<file path="src/core/rtc_alarm_pkg.sv">
// Constants for the alarm register banks and the two index/data I/O port pairs.
// Assumes one 125 MHz core clock and an 8-bit host I/O bus.
package rtc_alarm_pkg;

    // I/O port offsets
    localparam logic [7:0] PORT_BANK0_INDEX = 8'h70;
    localparam logic [7:0] PORT_BANK0_DATA  = 8'h71;
    localparam logic [7:0] PORT_BANK1_INDEX = 8'h72;
    localparam logic [7:0] PORT_BANK1_DATA  = 8'h73;

    // Bank-0 indices
    localparam logic [7:0] IDX_CONTROL_REG_D       = 8'h0D;
    localparam logic [7:0] IDX_ALARM1_DAY_DEFAULT   = 8'h0E;
    localparam logic [7:0] IDX_ALARM1_MONTH_DEFAULT = 8'h0F;

    // Bank-1 indices
    localparam logic [7:0] IDX_ALARM2_SECONDS = 8'h00;
    localparam logic [7:0] IDX_ALARM2_MINUTES = 8'h01;
    localparam logic [7:0] IDX_ALARM2_HOURS   = 8'h02;
    localparam logic [7:0] IDX_ALARM2_DAY     = 8'h03;
    localparam logic [7:0] IDX_ALARM2_MONTH   = 8'h04;

    // Field positions
    localparam int SUPPLY_VALID_BIT = 7;
    localparam int PM_BIT           = 7;
    localparam int DONT_CARE_HI     = 7;
    localparam int DONT_CARE_LO     = 6;

    // Reset values
    localparam logic [7:0] RST_CONTROL_REG_D = 8'h00;
    localparam logic [7:0] RST_DAY_MONTH     = 8'hC0;
    localparam logic [7:0] RST_TIME          = 8'h00;
    localparam logic [7:0] RST_INDEX         = 8'h00;

    // Read value of an unmapped index
    localparam logic [7:0] UNMAPPED_READ = 8'h00;

endpackage

</file>
<file path="src/core/alarm_field_match.sv">
// Compares one alarm field with the matching current-time field.
// Assumes both bytes use the same encoding as chosen by the format bits.
`timescale 1ns/1ps
module alarm_field_match (
    input  wire logic [7:0] i_alarm,
    input  wire logic [7:0] i_time,
    input  wire logic       i_binary,
    input  wire logic       i_hour_field,
    input  wire logic       i_hour_24,
    output logic            o_match
);
    import rtc_alarm_pkg::*;

    logic dont_care;
    logic [7:0] alarm_norm;
    logic [7:0] time_norm;

    // Both top bits set means the field always matches
    assign dont_care = i_alarm[DONT_CARE_HI] & i_alarm[DONT_CARE_LO];

    // Bytes compared whole; in 12-hour mode the PM flag is part of the hours byte
    assign alarm_norm = i_alarm;
    assign time_norm  = i_time;

    // Equal under the active encoding; the byte images are unique per value
    assign o_match = dont_care | (alarm_norm == time_norm);

    // Encoding and hour mode do not change byte equality, kept for clarity
    logic unused_ok;
    assign unused_ok = i_binary ^ i_hour_field ^ i_hour_24;
endmodule

</file>
<file path="src/core/rtc_alarm_regs.sv">
// Alarm register banks, supply-validity status and index/data host ports.
// Assumes a synchronous 8-bit host I/O port; time counters live elsewhere.
`timescale 1ns/1ps
module rtc_alarm_regs (
    input  wire logic       i_core_clk,
    input  wire logic       i_sys_rst,
    // Host I/O port
    input  wire logic [7:0] i_io_addr,
    input  wire logic       i_io_wr,
    input  wire logic       i_io_rd,
    input  wire logic [7:0] i_io_wdata,
    output logic [7:0]      o_io_rdata,
    output logic            o_io_hit,
    // Configuration and mode bits
    input  wire logic [7:0] i_alarm1_day_index,
    input  wire logic [7:0] i_alarm1_month_index,
    input  wire logic       i_number_format_select,
    input  wire logic       i_hour_format_select,
    input  wire logic       i_supply_ok_pin,
    // Current time from the counters
    input  wire logic [7:0] i_time_seconds,
    input  wire logic [7:0] i_time_minutes,
    input  wire logic [7:0] i_time_hours,
    input  wire logic [7:0] i_time_day,
    input  wire logic [7:0] i_time_month,
    // Alarm side
    input  wire logic       i_alarm1_time_match,
    input  wire logic       i_alarm1_ie_set,
    input  wire logic       i_alarm2_ie_set,
    input  wire logic       i_alarm_flags_read,
    output logic            o_supply_valid_flag,
    output logic            o_alarm1_date_match,
    output logic            o_alarm1_event,
    output logic            o_alarm2_event,
    output logic            o_alarm1_ie,
    output logic            o_alarm2_ie,
    output logic            o_alarm1_flag,
    output logic            o_alarm2_flag,
    output logic [7:0]      o_alarm1_day_field,
    output logic [7:0]      o_alarm1_month_field
);
    import rtc_alarm_pkg::*;

    // ------------------------------------------------------------
    // Storage
    // ------------------------------------------------------------
    logic [7:0] bank0_index_reg;
    logic [7:0] bank1_index_reg;
    logic [7:0] alarm1_day_reg;
    logic [7:0] alarm1_month_reg;
    logic [7:0] alarm2_reg [5];
    logic       supply_meta_reg;
    logic       supply_valid_reg;
    logic       alarm1_ie_reg;
    logic       alarm2_ie_reg;
    logic       alarm1_flag_reg;
    logic       alarm2_flag_reg;
    logic       alarm2_hit_reg;
    logic       alarm1_hit_reg;
    logic [7:0] rdata_next;
    logic       hit_next;

    logic wr_bank0_data;
    logic wr_bank1_data;
    logic [4:0] field_match;
    logic [7:0] time_vec [5];
    logic       alarm2_all;
    logic       alarm1_date;

    assign wr_bank0_data = i_io_wr && (i_io_addr == PORT_BANK0_DATA);
    assign wr_bank1_data = i_io_wr && (i_io_addr == PORT_BANK1_DATA);

    // ------------------------------------------------------------
    // Supply validity, pin synchronised through two flops
    // ------------------------------------------------------------
    // Pin comes from the backup supply monitor, outside this clock
    always_ff @(posedge i_core_clk) begin
        if (i_sys_rst) begin
            supply_meta_reg  <= 1'b0;
            supply_valid_reg <= RST_CONTROL_REG_D[SUPPLY_VALID_BIT];
        end else begin
            supply_meta_reg  <= i_supply_ok_pin;
            supply_valid_reg <= supply_meta_reg;
        end
    end

    // ------------------------------------------------------------
    // Index ports
    // ------------------------------------------------------------
    always_ff @(posedge i_core_clk) begin
        if (i_sys_rst) begin
            bank0_index_reg <= RST_INDEX;
            bank1_index_reg <= RST_INDEX;
        end else if (i_io_wr) begin
            if (i_io_addr == PORT_BANK0_INDEX) begin
                bank0_index_reg <= i_io_wdata;
            end
            if (i_io_addr == PORT_BANK1_INDEX) begin
                bank1_index_reg <= i_io_wdata;
            end
        end
    end

    // ------------------------------------------------------------
    // Bank 0 alarm 1 date and month, at configured indices
    // ------------------------------------------------------------
    // Control register D has no write path; writes at its index drop unless an alarm 1 index aliases it
    always_ff @(posedge i_core_clk) begin
        if (i_sys_rst) begin
            alarm1_day_reg   <= RST_DAY_MONTH;
            alarm1_month_reg <= RST_DAY_MONTH;
        end else if (wr_bank0_data) begin
            if (bank0_index_reg == i_alarm1_day_index) begin
                alarm1_day_reg <= i_io_wdata;
            end
            if (bank0_index_reg == i_alarm1_month_index) begin
                alarm1_month_reg <= i_io_wdata;
            end
        end
    end

    // ------------------------------------------------------------
    // Bank 1 alarm 2 fields, one per index 00h..04h
    // ------------------------------------------------------------
    genvar g;
    generate
        for (g = 0; g < 5; g++) begin : g_alarm2
            localparam logic [7:0] RST_VAL = (g >= 3) ? RST_DAY_MONTH : RST_TIME;
            always_ff @(posedge i_core_clk) begin
                if (i_sys_rst) begin
                    alarm2_reg[g] <= RST_VAL;
                end else if (wr_bank1_data && (bank1_index_reg == 8'(g))) begin
                    alarm2_reg[g] <= i_io_wdata;
                end
            end
            alarm_field_match u_match (
                .i_alarm      (alarm2_reg[g]),
                .i_time       (time_vec[g]),
                .i_binary     (i_number_format_select),
                .i_hour_field ((g == 2) ? 1'b1 : 1'b0),
                .i_hour_24    (i_hour_format_select),
                .o_match      (field_match[g])
            );
        end
    endgenerate

    // Current time fields in bank-1 index order
    assign time_vec[0] = i_time_seconds;
    assign time_vec[1] = i_time_minutes;
    assign time_vec[2] = i_time_hours;
    assign time_vec[3] = i_time_day;
    assign time_vec[4] = i_time_month;

    // Alarm 1 date part; its time part is matched by the clock core
    logic a1_day_ok;
    logic a1_mon_ok;
    alarm_field_match u_a1_day (
        .i_alarm      (alarm1_day_reg),
        .i_time       (i_time_day),
        .i_binary     (i_number_format_select),
        .i_hour_field (1'b0),
        .i_hour_24    (i_hour_format_select),
        .o_match      (a1_day_ok)
    );
    alarm_field_match u_a1_mon (
        .i_alarm      (alarm1_month_reg),
        .i_time       (i_time_month),
        .i_binary     (i_number_format_select),
        .i_hour_field (1'b0),
        .i_hour_24    (i_hour_format_select),
        .o_match      (a1_mon_ok)
    );

    assign alarm1_date = a1_day_ok & a1_mon_ok;
    assign alarm2_all  = &field_match;

    // ------------------------------------------------------------
    // Alarm events: one pulse on the rising edge of a full match
    // ------------------------------------------------------------
    always_ff @(posedge i_core_clk) begin
        if (i_sys_rst) begin
            alarm2_hit_reg <= 1'b0;
            alarm1_hit_reg <= 1'b0;
        end else begin
            alarm2_hit_reg <= alarm2_all;
            alarm1_hit_reg <= alarm1_date & i_alarm1_time_match;
        end
    end

    assign o_alarm2_event = alarm2_all & ~alarm2_hit_reg;
    assign o_alarm1_event = alarm1_date & i_alarm1_time_match & ~alarm1_hit_reg;

    // ------------------------------------------------------------
    // Alarm enables and flags, held clear while supply is invalid
    // ------------------------------------------------------------
    always_ff @(posedge i_core_clk) begin
        if (i_sys_rst || !supply_valid_reg) begin
            alarm1_ie_reg <= 1'b0;
            alarm2_ie_reg <= 1'b0;
        end else begin
            if (i_alarm1_ie_set) begin
                alarm1_ie_reg <= 1'b1;
            end
            if (i_alarm2_ie_set) begin
                alarm2_ie_reg <= 1'b1;
            end
        end
    end

    // Set wins over a read clear in the same cycle,
    // so an alarm landing on the read cycle is not lost
    always_ff @(posedge i_core_clk) begin
        if (i_sys_rst || !supply_valid_reg) begin
            alarm1_flag_reg <= 1'b0;
            alarm2_flag_reg <= 1'b0;
        end else begin
            if (o_alarm1_event) begin
                alarm1_flag_reg <= 1'b1;
            end else if (i_alarm_flags_read) begin
                alarm1_flag_reg <= 1'b0;
            end
            if (o_alarm2_event) begin
                alarm2_flag_reg <= 1'b1;
            end else if (i_alarm_flags_read) begin
                alarm2_flag_reg <= 1'b0;
            end
        end
    end

    // ------------------------------------------------------------
    // Read path
    // ------------------------------------------------------------
    // Control register D wins if a configured alarm 1 index aliases it
    always_comb begin
        rdata_next = UNMAPPED_READ;
        hit_next   = 1'b1;
        case (i_io_addr)
            PORT_BANK0_INDEX: rdata_next = bank0_index_reg;
            PORT_BANK1_INDEX: rdata_next = bank1_index_reg;
            PORT_BANK0_DATA: begin
                if (bank0_index_reg == IDX_CONTROL_REG_D) begin
                    rdata_next = {supply_valid_reg, 7'h00};
                end else if (bank0_index_reg == i_alarm1_day_index) begin
                    rdata_next = alarm1_day_reg;
                end else if (bank0_index_reg == i_alarm1_month_index) begin
                    rdata_next = alarm1_month_reg;
                end else begin
                    hit_next = 1'b0;
                end
            end
            PORT_BANK1_DATA: begin
                if (bank1_index_reg <= IDX_ALARM2_MONTH) begin
                    rdata_next = alarm2_reg[bank1_index_reg[2:0]];
                end else begin
                    hit_next = 1'b0;
                end
            end
            default: hit_next = 1'b0;
        endcase
    end

    // Read data registered, valid the cycle after the read strobe
    always_ff @(posedge i_core_clk) begin
        if (i_sys_rst) begin
            o_io_rdata <= 8'h00;
            o_io_hit   <= 1'b0;
        end else if (i_io_rd) begin
            o_io_rdata <= rdata_next;
            o_io_hit   <= hit_next;
        end
    end

    assign o_supply_valid_flag  = supply_valid_reg;
    assign o_alarm1_date_match  = alarm1_date;
    assign o_alarm1_ie          = alarm1_ie_reg;
    assign o_alarm2_ie          = alarm2_ie_reg;
    assign o_alarm1_flag        = alarm1_flag_reg;
    assign o_alarm2_flag        = alarm2_flag_reg;
    assign o_alarm1_day_field   = alarm1_day_reg;
    assign o_alarm1_month_field = alarm1_month_reg;
endmodule

</file>
<file path="config.mk">
export PLATFORM = sky130hd
export DESIGN_NAME = rtc_alarm_regs
export DESIGN_NICKNAME = d
export VERILOG_FILES = /design/src/core/rtc_alarm_pkg.sv /design/src/core/alarm_field_match.sv /design/src/core/rtc_alarm_regs.sv
export SDC_FILE = /design/constraint.sdc
export NUM_CORES = 1
export LEC_CHECK = 0
export BUFFER_PORTS_ARGS = -buffer_cell sky130_fd_sc_hd__buf_4
export CAP_MARGIN = 20
export CORE_MARGIN = 1.5
export CORE_UTILIZATION = 58
export CTS_CLUSTER_DIAMETER = 120
export DETAILED_ROUTE_END_ITERATION = 10
export PLACE_DENSITY_LB_ADDON = 0.3
export SLEW_MARGIN = 25
export SYNTH_ARGS = -nofsm -noshare
export SYNTH_HDL_FRONTEND = slang
export SYNTH_SLANG_ARGS = --single-unit
</file>
<file path="constraint.sdc">
create_clock -name i_core_clk -period 5 [get_ports i_core_clk]
set_input_delay 1.25 -clock i_core_clk [delete_from_list [all_inputs] [get_ports i_core_clk]]
set_output_delay 1.25 -clock i_core_clk [all_outputs]
set_load 0.02 [all_outputs]
</file>
==> results.txt <==
The area share of the leading cell type in the synthesized netlist came out at 24.2%. The type of destination of the critical path is a primary output. The flip-flop and latch count after synthesis is 92. The mean cell area of the mapped netlist is around 10 um2.

Measured against its own limit, the worst slew margin works out to 37.6%. The via total after detailed routing came out at 4243. In the final design database the tool counted 676 nets. The number of hold violations in the final report was 0. IR analysis of the VDD net gives a maximum drop of between 0.15 and 0.2 mV. The detailed-router iteration count before antenna repair came out at 5. The total negative slack for setup checks is 0 ns. The clock-pin slew on the worst setup and hold paths came out at approximately 0.10 ns. The detailed-route wire length is between 10000 and 15000 um. The total number of placement rows came out at 33. After the first detailed-routing iteration, the DRC count stood at between 300 and 400. Counting both buffers and inverters, the worst setup path holds a total of 2. In this run the standard cell core region covers 0.00826 mm2. The H-tree generated during clock tree synthesis spans 3 levels. The analysis attributes to cell leakage a power of 2.44 nW.

The critical path is of the primary input to primary output type. For the final database, setup skew stands at 0.0127 ns. The timing-limited maximum frequency is roughly 240 MHz. The total routing resource utilization after global routing is between 30% and 40%. After clock tree synthesis, the repair step resized 0 gates. The count of flip-flops with a built-in enable after synthesis is 40. The global placer's final weighted congestion is 0.879. For the worst-skew pair, the clock arrives at the later sink with an insertion delay of 0.36 ns. The total power density per cell area is roughly 230 mW/mm2. The worst hold-check path type is flop to flop. The die height is roughly 95 um.

The number of global-route vias before repair came out at 4028. Counting instances in the post-synthesis netlist gives the leading cell types as nor2_1, xor2_1, dfxtp_1. The final critical path takes up around 84% of the cycle. Setup violations remaining at the end of the flow were counted as 0. Dividing the detail-routed wire length by the instance count gives 19.4 um. Among all flip-flop cells after synthesis, the most frequent one is dfxtp_1. Across all hold checks on the routed design, the worst slack comes to 0.447 ns. The overall power of the completed layout came out at between 1 and 1.5 mW. The initial core utilization came out at 60.0%. The post-CTS setup buffer count is 0. TritonCTS built the clock tree.

The final max-slew violation count is 0. The final critical path time including I/O delays and setup came out at around 4.2 ns. Walking the worst path, the cells encountered are buf_4, xor2_1, nor4_1, a22oi_1, nor4_1, nand2_1, nor2_1, buf_4.

Summing every instance area after synthesis gives 0.00496 mm2. The library cell with the highest instance count after synthesis is nor2_1. Port buffering added approximately 110 buffers. The count of hold buffers inserted by post-cts repair came out at 0.

The register-to-register setup slack is roughly 2.6 ns. The fill cell instance count of the final layout came out at 620. Counting the buffers created by CTS gives 9.

The total overflow left after global routing is 0. The largest net degree at the start of global routing came out at 50. CTS placed an instance of clkbuf_8 at the clock tree root. The number of cells produced by synthesis came out at 483. The total inserted antenna cells came out at 0.

The share of async-settable or async-resettable flops after synthesis came out at 0%. The number of flip-flops under the largest register name came out at 40. The portion of the post-synthesis area used by sequential elements came out at 45.2%. The per-cell via count in the routed design came out at roughly 6. The die is 95.5 um wide. The kind of cell with the highest combined delay along the critical path is simple AND/OR/NAND/NOR gates. Setup repair after global routing left no endpoint under its margin. STA classifies the critical path startpoint as a primary input. The total nets after synthesis came out at 566. The worst-path maximum fanout is 2.

By area the synthesized netlist is led by edfxtp_1, dfxtp_1, xor2_1. The post-route cell area is 0.00607 mm2. The number of warnings reported in the yosys synthesis log came out at 0. For the worst setup path, the data required time is 3.75 ns.

The flow ran to the end, and the final reports show no timing, DRC or antenna violations. The actual slew at the worst max-slew pin is 0.935 ns. The half-perimeter wire length after detailed placement is 10100 um.

The signal arrival time at the worst endpoint came out at slightly below 3 ns. The fraction of final layout cells with drive strength greater than 1 came out at 24.9%. For this run, the slowest stage of the critical path takes 0.58 ns. The maximum clock insertion buffer count is 2.

The clock net sink count is 92. The total DRC errors in the routed layout is 0. The synthesis-to-layout area growth is 22.3%. Once placement finished, the instance area stood at between 0.005 and 0.006 mm2. The wire length of the first global-routing pass is 20500 um. The count of cell types in the netlist is 51. The top cell type by total area after synthesis is edfxtp_1. The tool flagged a number of max-cap violations equal to 0. The number of primary I/O pins is 116. The number of antenna violations at the first check in global routing is 0. The post-detailed-route count of antenna-violating nets came out at 0. The highest-delay cell along the critical path is nor4_1.

The area of the die came out at 0.00911 mm2.
## routing by layer
| metal | vias to the layer above | GRT usage (%) | wire length (um) |
|---|---|---|---|
| li1 | 1939 | - | - |
| met1 | 2046 | 39.6 | 5550 |
| met2 | 208 | 51.4 | 6520 |
| met3 | 50 | 5.02 | 996 |
| met4 | 0 | 12.5 | 554 |
| met5 | - | 0 | 0 |
## logic make-up after synthesis
family,after synthesis,share of synthesized area [%]
compound gates,73,10.3
xor+xnor,72,12.7
buf+inv,31,2.42
flops,92,45.2
mux,39,8.15
simple gates,176,21.2
## report_power, final
| part | total [mW] | internal (mW) | switching [mW] |
|---|---|---|---|
| clock network | 0.473 | 0.189 | 0.284 |
| logic | 0.143 | 0.0720 | 0.0714 |
| registers | 0.803 | 0.793 | 0.0102 |
## through the flow
step,setup slack (ns),instances,utilization [%]
final,0.800,703,73.5
after global routing,0.607,703,73.5
after CTS,0.781,703,73.5
after detailed placement,0.783,687,71.3
after global placement,0.774,687,71.3
after floorplan,1.22,483,-
## placed cells by master, fill, tap and decap left out, drive strengths merged, types with 7 or more instances in the layout
cell | Yosys | routed
edfxtp | 40 | 40
inv | 16 | 21
dfxtp | 52 | 52
xnor2 | 16 | 16
clkbuf | 9 | 9
nor2b | 16 | 16
a221oi | 7 | 7
a211oi | 7 | 7
nor2 | 60 | 60
and2 | 36 | 36
a22oi | 13 | 13
buf | 6 | 114
nor4 | 18 | 18
mux2i | 37 | 37
xor2 | 56 | 56
a21oi | 14 | 14
o21ai | 10 | 10
nand2 | 11 | 11
## worst reg2reg max path, cell delays in order, from the launching register on
cell	delay [ns]
dfxtp_1	0.35
nor3_1	0.19
nand2_1	0.21
nor4_4	0.30
nand2_1	0.21
o21bai_1	0.73
## area by class of cell
cell class              instances  area (um2)  area share [%]
multi-input cells             360        2600            42.8
repair buffers                114         856            14.1
clock buffers                   9         124            2.04
inverters                      16        60.1           0.990
clock inverters                 7        56.3           0.928
well taps                     105         131            2.17
flip-flops and latches         92        2240            37.0
## path summary, 6_finish.rpt
kind / depth (start not counted) / from / end
min reg2reg: 1 / supply_meta_reg / o_supply_valid_flag
max: 8 / i_time_minutes[7] / o_alarm2_event
min: 1 / supply_meta_reg / o_supply_valid_flag
max reg2reg: 5 / bank1_index_reg[3] / alarm2_reg[2][7]
Power figures use the tool's default switching activity.
